### src/core/gpvr_pkg.sv
// Package: register offsets, field positions, reset values, timing counts and carrier structs
// Assumes a 10 MHz management core clock.
package gpvr_pkg;
    localparam int CLK_HZ = 10000000;
    localparam logic [4:0] OFF_GIG_STATUS = 5'h0a;
    localparam logic [4:0] OFF_EXT_STATUS = 5'h0f;
    localparam logic [4:0] OFF_SPEC_CTRL = 5'h10;
    localparam logic [4:0] OFF_SPEC_STATUS = 5'h11;
    localparam logic [4:0] OFF_INT_ENABLE = 5'h12;
    localparam logic [4:0] OFF_INT_STATUS = 5'h13;
    localparam logic [4:0] OFF_PAIR_CTRL = 5'h14;
    localparam logic [4:0] OFF_RX_ERR_CNT = 5'h15;
    localparam logic [4:0] OFF_OS_SELECT = 5'h16;
    localparam logic [4:0] OFF_CABLE_LEN = 5'h17;
    localparam logic [4:0] OFF_LED_ONE = 5'h18;
    localparam logic [4:0] OFF_LED_TWO = 5'h19;
    localparam logic [4:0] OFF_CONFIG = 5'h1b;
    localparam logic [15:0] EXT_STATUS_VALUE = 16'h3000;
    localparam logic [15:0] SPEC_CTRL_MASK = 16'h1f3e;
    localparam logic [15:0] INT_MASK = 16'hfcde;
    localparam logic [7:0] IDLE_ERR_MAX = 8'hff;
    localparam logic [15:0] RX_ERR_MAX = 16'hffff;
    localparam logic [2:0] BLINK_RST = 3'h1;
    localparam logic [4:0] FLP_GAP_RST = 5'h0d;
    localparam logic [2:0] STRETCH_RST = 3'h2;
    localparam logic [3:0] LED2_MODE_RST = 4'h1;
    localparam logic [3:0] LED_MODE_INT = 4'h2;
    localparam logic [3:0] LED_MODE_OFF = 4'h8;
    localparam logic [3:0] LED_MODE_ON = 4'h9;
    localparam logic [3:0] LED_MODE_BLINK = 4'hb;
    localparam int BLINK_BASE_MS = 42;
    localparam int BLINK_BASE_CYC = BLINK_BASE_MS * (CLK_HZ / 1000);
    localparam int FLP_UNIT_MS = 1;
    localparam int FLP_UNIT_CYC = FLP_UNIT_MS * (CLK_HZ / 1000);
    localparam int SLEEP_BASE_S = 4;
    localparam int SLEEP_STEP_CYC = CLK_HZ;
    localparam int RXC_PD_HZ = 2500000;
    localparam int RXC_PD_HALF_CYC = CLK_HZ / RXC_PD_HZ / 2;
    localparam int PIN_SYNC = 2;

    typedef struct packed {
        logic [4:0] addr;
        logic [15:0] wdata;
        logic wr;
        logic rd;
    } gpvr_req_type;

    typedef struct packed {
        logic [1:0] speed;
        logic duplex;
        logic resolved;
        logic link_up;
        logic crossover;
        logic pol_10bt;
        logic [3:0] pair_pol;
        logic ab_cross;
        logic cd_cross;
        logic an_done;
        logic lp_gig_full;
        logic lp_gig_half;
        logic gig_mode;
        logic activity;
        logic transmit;
        logic power_down;
    } gpvr_stat_type;
endpackage

### src/core/gpvr_led_drv.sv
// One indicator pin: polarity encoding to output and enable
// Assumes on state is computed in the core clock domain.
`timescale 1ns/1ps
module gpvr_led_drv
    import gpvr_pkg::*;
(
    input wire logic i_mclk,
    input wire logic i_rst,
    input wire logic i_on,
    input wire logic [1:0] i_pol,
    output logic o_pin,
    output logic o_pin_oe
);
    always_ff @(posedge i_mclk or posedge i_rst)
    begin
        if (i_rst)
        begin
            o_pin <= 1'b1;
            o_pin_oe <= 1'b1;
        end
        else
        begin
            o_pin <= (i_on == i_pol[0]);
            o_pin_oe <= i_on | ~i_pol[1];
        end
    end
endmodule

### src/core/gpvr_core.sv
// Vendor management register bank of a tri-speed copper transceiver
// Assumes a word request port from the management frame engine and synchronous status inputs.
`timescale 1ns/1ps
module gpvr_core
    import gpvr_pkg::*;
#(
    parameter int BLINK_CYC = BLINK_BASE_CYC,
    parameter int FLP_CYC = FLP_UNIT_CYC,
    parameter int SLEEP_CYC = SLEEP_STEP_CYC
)
(
    input wire logic i_mclk,
    input wire logic i_rst,
    input wire gpvr_req_type i_req,
    input wire gpvr_stat_type i_stat,
    input wire logic [11:0] i_int_event,
    input wire logic i_idle_err,
    input wire logic i_rx_dv,
    input wire logic i_rx_er,
    input wire logic i_strap_force_mdi,
    input wire logic [15:0] i_cable_len,
    input wire logic i_cable_len_we,
    input wire logic i_sleep_start,
    input wire logic i_line_clk,
    output logic [15:0] o_rdata,
    output logic o_interrupt,
    output logic o_force_gig,
    output logic o_force_master,
    output logic o_fifo_bypass,
    output logic o_pol_manual,
    output logic o_pol_invert,
    output logic o_mdi_force,
    output logic o_mdi_cross,
    output logic [1:0] o_os_channel,
    output logic o_rxc_pd,
    output logic o_rxc_pd_en,
    output logic o_sleep_done,
    output logic o_flp_tick,
    output logic o_line_edge,
    output logic o_indicator_zero,
    output logic o_indicator_zero_oe,
    output logic o_indicator_one,
    output logic o_indicator_one_oe,
    output logic o_indicator_two,
    output logic o_indicator_two_oe
);
    logic [15:0] spec_ctrl;
    logic [15:0] int_enable;
    logic [15:0] int_status;
    logic [7:0] idle_cnt;
    logic [15:0] rx_err_cnt;
    logic lp_full;
    logic lp_half;
    logic mdi_en;
    logic mdi_sel;
    logic strap_taken;
    logic [1:0] os_sel;
    logic [15:0] cable_len;
    logic [15:0] led_one;
    logic [15:0] led_two;
    logic int_low;
    logic [PIN_SYNC-1:0] line_sync;
    logic line_prev;
    logic [31:0] blink_cnt;
    logic blink_state;
    logic [31:0] flp_cnt;
    logic [4:0] flp_units;
    logic [31:0] stretch_cnt;
    logic [31:0] sleep_cnt;
    logic sleep_run;
    logic [2:0] rxc_cnt;
    logic [15:0] next_int_status;
    logic int_any;
    logic led_on [3];

    wire logic wr = i_req.wr;
    wire logic rd = i_req.rd;

    function automatic logic hit(input logic [4:0] a, input logic [4:0] off, input logic s);
        hit = s && (a == off);
    endfunction

    function automatic logic [31:0] pow_cycles(input int base, input logic [2:0] sh);
        pow_cycles = 32'(base) << sh;
    endfunction

    // Control register; master and invert need their enable bits, bypass is gated off in gigabit mode
    always_ff @(posedge i_mclk or posedge i_rst)
    begin
        if (i_rst)
            spec_ctrl <= 16'h0000;
        else if (hit(i_req.addr, OFF_SPEC_CTRL, wr))
            spec_ctrl <= i_req.wdata & SPEC_CTRL_MASK;
    end

    always_ff @(posedge i_mclk or posedge i_rst)
    begin
        if (i_rst)
        begin
            o_force_gig <= 1'b0;
            o_force_master <= 1'b0;
            o_fifo_bypass <= 1'b0;
            o_pol_manual <= 1'b0;
            o_pol_invert <= 1'b0;
            o_mdi_force <= 1'b0;
            o_mdi_cross <= 1'b0;
            o_os_channel <= 2'h0;
        end
        else
        begin
            o_force_gig <= spec_ctrl[11];
            o_force_master <= spec_ctrl[11] & spec_ctrl[12];
            o_fifo_bypass <= spec_ctrl[10] & ~i_stat.gig_mode;
            o_pol_manual <= spec_ctrl[3];
            o_pol_invert <= spec_ctrl[3] & spec_ctrl[4];
            o_mdi_force <= mdi_en;
            o_mdi_cross <= mdi_en & mdi_sel;
            o_os_channel <= os_sel;
        end
    end

    // Interrupt enable and latched status; set wins over read clear
    always_ff @(posedge i_mclk or posedge i_rst)
    begin
        if (i_rst)
            int_enable <= 16'h0000;
        else if (hit(i_req.addr, OFF_INT_ENABLE, wr))
            int_enable <= i_req.wdata & INT_MASK;
    end

    always_comb
    begin
        next_int_status = int_status;
        if (hit(i_req.addr, OFF_INT_STATUS, rd))
            next_int_status = 16'h0000;
        next_int_status = next_int_status | ({i_int_event[11:6], 2'b00, i_int_event[5:4], 1'b0,
            i_int_event[3:0], 1'b0} & INT_MASK);
    end

    always_ff @(posedge i_mclk or posedge i_rst)
    begin
        if (i_rst)
            int_status <= 16'h0000;
        else
            int_status <= next_int_status;
    end

    assign int_any = |(int_status & int_enable);

    always_ff @(posedge i_mclk or posedge i_rst)
    begin
        if (i_rst)
            int_low <= 1'b0;
        else if (hit(i_req.addr, OFF_CONFIG, wr))
            int_low <= i_req.wdata[9];
    end

    always_ff @(posedge i_mclk or posedge i_rst)
    begin
        if (i_rst)
            o_interrupt <= 1'b0;
        else
            o_interrupt <= int_any ^ int_low;
    end

    // Saturating counters cleared on read; a coincident event restarts at one
    always_ff @(posedge i_mclk or posedge i_rst)
    begin
        if (i_rst)
            idle_cnt <= 8'h00;
        else if (hit(i_req.addr, OFF_GIG_STATUS, rd))
            idle_cnt <= {7'h00, i_idle_err & i_stat.gig_mode};
        else if (i_idle_err && i_stat.gig_mode && idle_cnt != IDLE_ERR_MAX)
            idle_cnt <= idle_cnt + 8'h01;
    end

    wire logic rx_err_hit = i_rx_er && i_rx_dv && spec_ctrl[8];

    always_ff @(posedge i_mclk or posedge i_rst)
    begin
        if (i_rst)
            rx_err_cnt <= 16'h0000;
        else if (hit(i_req.addr, OFF_RX_ERR_CNT, rd))
            rx_err_cnt <= {15'h0000, rx_err_hit};
        else if (rx_err_hit && rx_err_cnt != RX_ERR_MAX)
            rx_err_cnt <= rx_err_cnt + 16'h0001;
    end

    // Partner abilities captured at negotiation completion
    always_ff @(posedge i_mclk or posedge i_rst)
    begin
        if (i_rst)
        begin
            lp_full <= 1'b0;
            lp_half <= 1'b0;
        end
        else if (i_stat.an_done)
        begin
            lp_full <= i_stat.lp_gig_full;
            lp_half <= i_stat.lp_gig_half;
        end
    end

    // Strap caught at first clock after reset release
    always_ff @(posedge i_mclk or posedge i_rst)
    begin
        if (i_rst)
        begin
            mdi_en <= 1'b0;
            mdi_sel <= 1'b0;
            strap_taken <= 1'b0;
        end
        else if (!strap_taken)
        begin
            mdi_en <= i_strap_force_mdi;
            strap_taken <= 1'b1;
        end
        else if (hit(i_req.addr, OFF_PAIR_CTRL, wr))
        begin
            mdi_en <= i_req.wdata[5];
            mdi_sel <= i_req.wdata[4];
        end
    end

    always_ff @(posedge i_mclk or posedge i_rst)
    begin
        if (i_rst)
            os_sel <= 2'h0;
        else if (hit(i_req.addr, OFF_OS_SELECT, wr))
            os_sel <= i_req.wdata[1:0];
    end

    // Estimate loaded by the measuring logic or by software
    always_ff @(posedge i_mclk or posedge i_rst)
    begin
        if (i_rst)
            cable_len <= 16'h0000;
        else if (i_cable_len_we)
            cable_len <= i_cable_len;
        else if (hit(i_req.addr, OFF_CABLE_LEN, wr))
            cable_len <= i_req.wdata;
    end

    always_ff @(posedge i_mclk or posedge i_rst)
    begin
        if (i_rst)
        begin
            led_one <= {BLINK_RST, FLP_GAP_RST, 8'h00};
            led_two <= {STRETCH_RST, 1'b0, LED2_MODE_RST, 4'h7, 4'h7};
        end
        else
        begin
            if (hit(i_req.addr, OFF_LED_ONE, wr))
                led_one <= i_req.wdata & 16'hff3f;
            if (hit(i_req.addr, OFF_LED_TWO, wr))
                led_two <= i_req.wdata & 16'hefff;
        end
    end

    // Read mux, registered
    always_ff @(posedge i_mclk or posedge i_rst)
    begin
        if (i_rst)
            o_rdata <= 16'h0000;
        else if (rd)
        begin
            case (i_req.addr)
                OFF_GIG_STATUS: o_rdata <= {4'h0, lp_full, lp_half, 2'b00, idle_cnt};
                OFF_EXT_STATUS: o_rdata <= EXT_STATUS_VALUE;
                OFF_SPEC_CTRL: o_rdata <= spec_ctrl;
                OFF_SPEC_STATUS: o_rdata <= {i_stat.speed, i_stat.duplex, 1'b0, i_stat.resolved,
                    i_stat.link_up, 3'h0, i_stat.crossover & ~i_stat.gig_mode, 4'h0,
                    i_stat.pol_10bt, 1'b0};
                OFF_INT_ENABLE: o_rdata <= int_enable;
                OFF_INT_STATUS: o_rdata <= int_status;
                OFF_PAIR_CTRL: o_rdata <= {i_stat.pair_pol, 4'h0, i_stat.ab_cross, i_stat.cd_cross,
                    mdi_en, mdi_sel, 4'h0};
                OFF_RX_ERR_CNT: o_rdata <= rx_err_cnt;
                OFF_OS_SELECT: o_rdata <= {14'h0000, os_sel};
                OFF_CABLE_LEN: o_rdata <= cable_len;
                OFF_LED_ONE: o_rdata <= led_one;
                OFF_LED_TWO: o_rdata <= led_two;
                OFF_CONFIG: o_rdata <= {6'h00, int_low, 9'h000};
                default: o_rdata <= 16'h0000;
            endcase
        end
    end

    // Line clock sampled; only the second stage feeds the edge detector
    always_ff @(posedge i_mclk or posedge i_rst)
    begin
        if (i_rst)
        begin
            line_sync <= '0;
            line_prev <= 1'b0;
            o_line_edge <= 1'b0;
        end
        else
        begin
            line_sync <= {line_sync[PIN_SYNC-2:0], i_line_clk};
            line_prev <= line_sync[PIN_SYNC-1];
            o_line_edge <= line_sync[PIN_SYNC-1] & ~line_prev;
        end
    end

    // Blink timer; reserved codes behave as slowest defined step
    always_ff @(posedge i_mclk or posedge i_rst)
    begin
        if (i_rst)
        begin
            blink_cnt <= 32'h0000_0000;
            blink_state <= 1'b0;
        end
        else if (blink_cnt >= pow_cycles(BLINK_CYC, (led_one[15:13] > 3'h4) ? 3'h4 : led_one[15:13]) - 1)
        begin
            blink_cnt <= 32'h0000_0000;
            blink_state <= ~blink_state;
        end
        else
            blink_cnt <= blink_cnt + 32'h0000_0001;
    end

    // Fast link pulse gap tick
    always_ff @(posedge i_mclk or posedge i_rst)
    begin
        if (i_rst)
        begin
            flp_cnt <= 32'h0000_0000;
            flp_units <= 5'h00;
            o_flp_tick <= 1'b0;
        end
        else
        begin
            o_flp_tick <= 1'b0;
            if (flp_cnt >= 32'(FLP_CYC - 1))
            begin
                flp_cnt <= 32'h0000_0000;
                if (flp_units + 5'h01 >= led_one[12:8])
                begin
                    flp_units <= 5'h00;
                    o_flp_tick <= 1'b1;
                end
                else
                    flp_units <= flp_units + 5'h01;
            end
            else
                flp_cnt <= flp_cnt + 32'h0000_0001;
        end
    end

    // Activity stretch; code n gives BLINK_CYC times two to the n-1
    always_ff @(posedge i_mclk or posedge i_rst)
    begin
        if (i_rst)
            stretch_cnt <= 32'h0000_0000;
        else if (i_stat.activity && led_two[15:13] != 3'h0)
            stretch_cnt <= pow_cycles(BLINK_CYC, led_two[15:13] - 3'h1);
        else if (stretch_cnt != 32'h0000_0000)
            stretch_cnt <= stretch_cnt - 32'h0000_0001;
    end

    wire logic act_seen = i_stat.activity | (stretch_cnt != 32'h0000_0000);

    // Sleep power-down timer
    always_ff @(posedge i_mclk or posedge i_rst)
    begin
        if (i_rst)
        begin
            sleep_cnt <= 32'h0000_0000;
            sleep_run <= 1'b0;
            o_sleep_done <= 1'b0;
        end
        else
        begin
            o_sleep_done <= 1'b0;
            if (i_sleep_start)
            begin
                sleep_cnt <= 32'(SLEEP_CYC) * (32'(SLEEP_BASE_S) + 32'(spec_ctrl[2:1])) - 32'h0000_0001;
                sleep_run <= 1'b1;
            end
            else if (sleep_run && sleep_cnt == 32'h0000_0000)
            begin
                sleep_run <= 1'b0;
                o_sleep_done <= 1'b1;
            end
            else if (sleep_run)
                sleep_cnt <= sleep_cnt - 32'h0000_0001;
        end
    end

    // Power-down receive clock divider
    always_ff @(posedge i_mclk or posedge i_rst)
    begin
        if (i_rst)
        begin
            rxc_cnt <= 3'h0;
            o_rxc_pd <= 1'b0;
            o_rxc_pd_en <= 1'b0;
        end
        else
        begin
            o_rxc_pd_en <= i_stat.power_down & ~spec_ctrl[5];
            if (rxc_cnt >= 3'(RXC_PD_HALF_CYC - 1))
            begin
                rxc_cnt <= 3'h0;
                o_rxc_pd <= ~o_rxc_pd & i_stat.power_down & ~spec_ctrl[5];
            end
            else
                rxc_cnt <= rxc_cnt + 3'h1;
        end
    end

    // Indicator on states; first two use fixed link and activity views
    always_comb
    begin
        led_on[0] = i_stat.link_up;
        led_on[1] = i_stat.link_up & ~(act_seen & blink_state);
        case (led_two[11:8])
            4'h0: led_on[2] = i_stat.link_up;
            4'h1: led_on[2] = i_stat.link_up & ~(act_seen & blink_state);
            LED_MODE_INT: led_on[2] = int_any;
            4'h3: led_on[2] = act_seen;
            4'h4: led_on[2] = act_seen & blink_state;
            4'h5: led_on[2] = i_stat.transmit;
            4'h6: led_on[2] = i_stat.link_up & (i_stat.speed != 2'b01);
            4'h7: led_on[2] = i_stat.link_up & (i_stat.speed == 2'b00);
            LED_MODE_OFF: led_on[2] = 1'b0;
            LED_MODE_ON: led_on[2] = 1'b1;
            LED_MODE_BLINK: led_on[2] = blink_state;
            default: led_on[2] = 1'b0;
        endcase
    end

    gpvr_led_drv u_led0 (
        .i_mclk(i_mclk),
        .i_rst(i_rst),
        .i_on(led_on[0]),
        .i_pol(led_one[1:0]),
        .o_pin(o_indicator_zero),
        .o_pin_oe(o_indicator_zero_oe)
    );

    gpvr_led_drv u_led1 (
        .i_mclk(i_mclk),
        .i_rst(i_rst),
        .i_on(led_on[1]),
        .i_pol(led_one[3:2]),
        .o_pin(o_indicator_one),
        .o_pin_oe(o_indicator_one_oe)
    );

    gpvr_led_drv u_led2 (
        .i_mclk(i_mclk),
        .i_rst(i_rst),
        .i_on(led_on[2]),
        .i_pol(led_one[5:4]),
        .o_pin(o_indicator_two),
        .o_pin_oe(o_indicator_two_oe)
    );
endmodule

### config.mk
export PLATFORM = sky130hd
export DESIGN_NAME = gpvr_core
export DESIGN_NICKNAME = d
export VERILOG_FILES = /design/src/core/gpvr_pkg.sv /design/src/core/gpvr_led_drv.sv /design/src/core/gpvr_core.sv
export SDC_FILE = /design/constraint.sdc
export NUM_CORES = 1
export LEC_CHECK = 0
export BUFFER_PORTS_ARGS = -buffer_cell sky130_fd_sc_hd__buf_4
export CAP_MARGIN = 40
export CORE_UTILIZATION = 55
export CTS_CLUSTER_SIZE = 24
export DETAILED_ROUTE_END_ITERATION = 8
export PLACE_DENSITY = 0.74
export SLEW_MARGIN = 10
export SYNTH_ARGS = -nofsm -noshare
export SYNTH_HDL_FRONTEND = slang
export SYNTH_SLANG_ARGS = --single-unit
### constraint.sdc
create_clock -name i_mclk -period 21.8 [get_ports i_mclk]
set_input_delay 1.09 -clock i_mclk [delete_from_list [all_inputs] [get_ports i_mclk]]
set_output_delay 1.09 -clock i_mclk [all_outputs]
set_load 0.05 [all_outputs]
==> flow_metrics.tcl <==
set metrics [dict create \
    synth_top_family_by_area "simple AND/OR/NAND/NOR gates" \
    drt_first_iter_violations 979 \
    cts.reportedPaths.clkPinSlew_ns 0.06 \
    postSynthCellCount 1408 \
    ys_seq_area_frac 0.498 \
    cts_sinks 289 \
    initial_antenna_violation_count 2 \
    place.gp.congestion 0.874 \
    worst_hold_path_type "register to register" \
    period_minus_slack_ns 3.99 \
    finalMaxSlewViolations 0 \
    syn-mean-instance-area_um2 10.3 \
    finish.utilization 0.658 \
    timing.rr.end "blink_cnt[18]" \
    rows 59 \
    setup_cp_type "register to register" \
    synthSimpleGateAreaFrac 0.173 \
    first_global_vias 11100 \
    synth_warnings 0 \
    netlist.top_cell.by_area "dfrtp_1" \
    synth_compound_gate_area_share 0.118 \
    fraction_of_registers_with_async_set_or_reset_after_synthesis 1.00 \
    dieHeight_um 165 \
    grt_start_max_net_pins 119 \
    fin_crit_sh 0.183 \
    postRouteAntennaNets 0 \
    timing_worst_slew_pin_value_ns 0.936 \
    grt_pass1_wl_mm 59.2 \
    end_kind "register" \
    core-area_um2 26000 \
    routedWlPerCell_um 19.6 \
    rr_worst_depth 15 \
    run_status "complete, no violations" \
    reg2reg_from "led_one[15]" \
    crit_path_start_kind "register" \
    ioPinCount 117 \
    ys.flop_type "dfrtp_1" \
    maxClockFrequency_mhz 251 \
    yosysUniqueCellTypes 70 \
    final-hold-violation-count 0 \
    tns_ns 0 \
    globalRoute.totalOverflow 0 \
    yosys_register_bits 289 \
    layout-drive-gt1-share 0.183 \
    cellPowerDensity_nw_per_um2 94.3 \
    drt_pass_1_iters 6 \
    required_ns 22.24 \
    max_cap_viol_count 0 \
    vias_cell 5.97 \
    timing.critical_path.arrival_ns 4.43 \
    design_power_total_uw 1610 \
    max-vdd-ir-drop_mv 0.0796 \
    dr_total_vias 11400 \
    cts_hold_buf 0 \
    synth.cells.most_frequent "dfrtp_1, nor2_1, nand2_1" \
    fin_nets 1680 \
    cts_root_buffer "clkbuf_16" \
    cts_max_path_buffers 3 \
    synth_top_area_frac 0.465 \
    adder_cell_fraction_of_synth_area 0.0490 \
    holdPathEnd "line_sync[1]" \
    synth.top_cells.by_area "dfrtp_1, ha_1, mux2_2" \
    track_usage 0.280 \
    hold_path_stages 0 \
    cp_max_fo 18 \
    rsz_0062_raised_after_global_routing "no" \
    drt-total-wl_mm 37.3 \
    ctsHtreeMaxLevel 1 \
    die-width_um 165 \
    timing.final.setup_violations 0 \
    place.detailed.instances 1845 \
    min-delay-start "line_sync[0]" \
    synth-xor-area-share 0.0678 \
    tritoncts_clock_tree "yes" \
    setup_fix_bufs_post_cts 0 \
    synth_most_common_cell "dfrtp_1" \
    initial_core_util 0.561 \
    worst_clock_skew_ns 0.00751 \
    count_of_flip_flops_with_a_built_in_enable_after_synthesis 0 \
    leak_pwr_uw 0.00749 \
    remaining_drc_errors 0 \
    slew_headroom 0.374 \
    finalNonFillerCells 1902 \
    die-area_um2 27100 \
    synthesis.area_um2 14600 \
    dp_hpwl_mm 26.6 \
    r2r_setup_slack_ns 17.81 \
    worst_skew_late_latency_ns 0.56 \
    buffer_ports.inserted 116 \
    area_growth_pct 17.3 \
    synthMuxAreaShare 0.0627 \
    fillers 2095 \
    cts-buffers-inserted 31 \
    cts-resized-gates 0 \
]
## logic make-up (layout without fill, tap and decap cells)
family | count (synthesis) | after routing
AND/OR/NAND/NOR | 496 | 496
flip-flops | 289 | 289
AO/OA/AOI/OAI | 254 | 254
buffers and inverters | 114 | 249
XOR/XNOR | 112 | 112
multiplexers | 84 | 84
adder cells (fa/ha/maj) | 57 | 57
other | 2 | 26
## metrics by stage
stage                     worst slack (ns)  hold slack [ns]  cell area [µm²]
after floorplan                      12.76            0.331            14700
after global placement               17.89            0.332            15900
after detailed placement             17.88            0.337            16000
after CTS                            17.86            0.355            17100
after global routing                 17.53            0.362            17100
final                                17.81            0.346            17100
## power by group
group | switching [µW] | internal, µW
Sequential | 83.6 | 618
Clock | 215 | 363
Combinational | 193 | 139
Total | 492 | 1120
## worst max-delay path, cell delays in order, from the launching register on
cell,delay (ns)
dfrtp_1,0.67
inv_1,0.23
nand2_1,0.25
inv_1,0.13
ha_1,0.23
or3_1,0.38
xnor2_1,0.14
o21ai_0,0.10
ha_1,0.33
and4_1,0.22
nand4_1,0.10
a21oi_1,0.15
a211oi_1,0.08
o21ai_2,0.57
buf_8,0.24
nor2_1,0.06
## how the worst max path moves through the flow
stage / from / to / slack [ns] / depth (start not counted)
after floorplan: i_rst / blink_cnt[0] / 12.76 / 1
after global placement: led_one[15] / blink_state / 17.89 / 14
after detailed placement: led_one[15] / blink_cnt[18] / 17.88 / 15
after CTS: led_one[15] / blink_cnt[15] / 17.86 / 15
after global routing: led_one[15] / blink_cnt[20] / 17.53 / 15
final: led_one[15] / blink_cnt[18] / 17.81 / 15
## metal layers
metal  vias to the layer above  share of wire  global-route usage
li1                       5307              -                   -
met1                      5566           0.42               0.374
met2                       382           0.47               0.457
met3                        97          0.061              0.0470
met4                         2          0.040               0.110
met5                         -        0.00046                   0
## area by class of cell
type | count | area (µm²) | area share
sequential | 289 | 7250 | 0.424
multi-input combinational | 1028 | 6990 | 0.409
timing repair buffer | 137 | 1080 | 0.0630
clock buffer | 43 | 881 | 0.0515
tap | 335 | 419 | 0.0245
clock inverter | 13 | 250 | 0.0146
inverter | 56 | 218 | 0.0127
antenna | 1 | 2.50 | 0.000146
## cells in the final DEF, fill, tap and decap left out, types with 24 or more instances in the layout
cell type,instances
a21oi_1,39
a22oi_1,32
and3_1,24
buf_4,131
clkbuf_16,31
conb_1,25
dfrtp_1,271
ha_1,57
inv_1,55
mux2_2,58
mux2i_1,26
nand2_1,107
nand3_1,54
nand4_1,25
nor2_1,127
nor3_1,28
nor4_1,25
o21ai_0,54
xnor2_1,54
xor2_1,57
## flip-flops by register name, indices dropped and copies added, names as in the netlist, 2 cells and up
name	count
blink_cnt	32
flp_cnt	32
sleep_cnt	32
stretch_cnt	32
cable_len	16
o_rdata	16
rx_err_cnt	16
led_two	15
led_one	14
int_enable	12
int_status	12
spec_ctrl	10
idle_cnt	8
flp_units	5
rxc_cnt	3
line_sync	2
o_os_channel	2
os_sel	2
(Power assumes the default switching activity.)
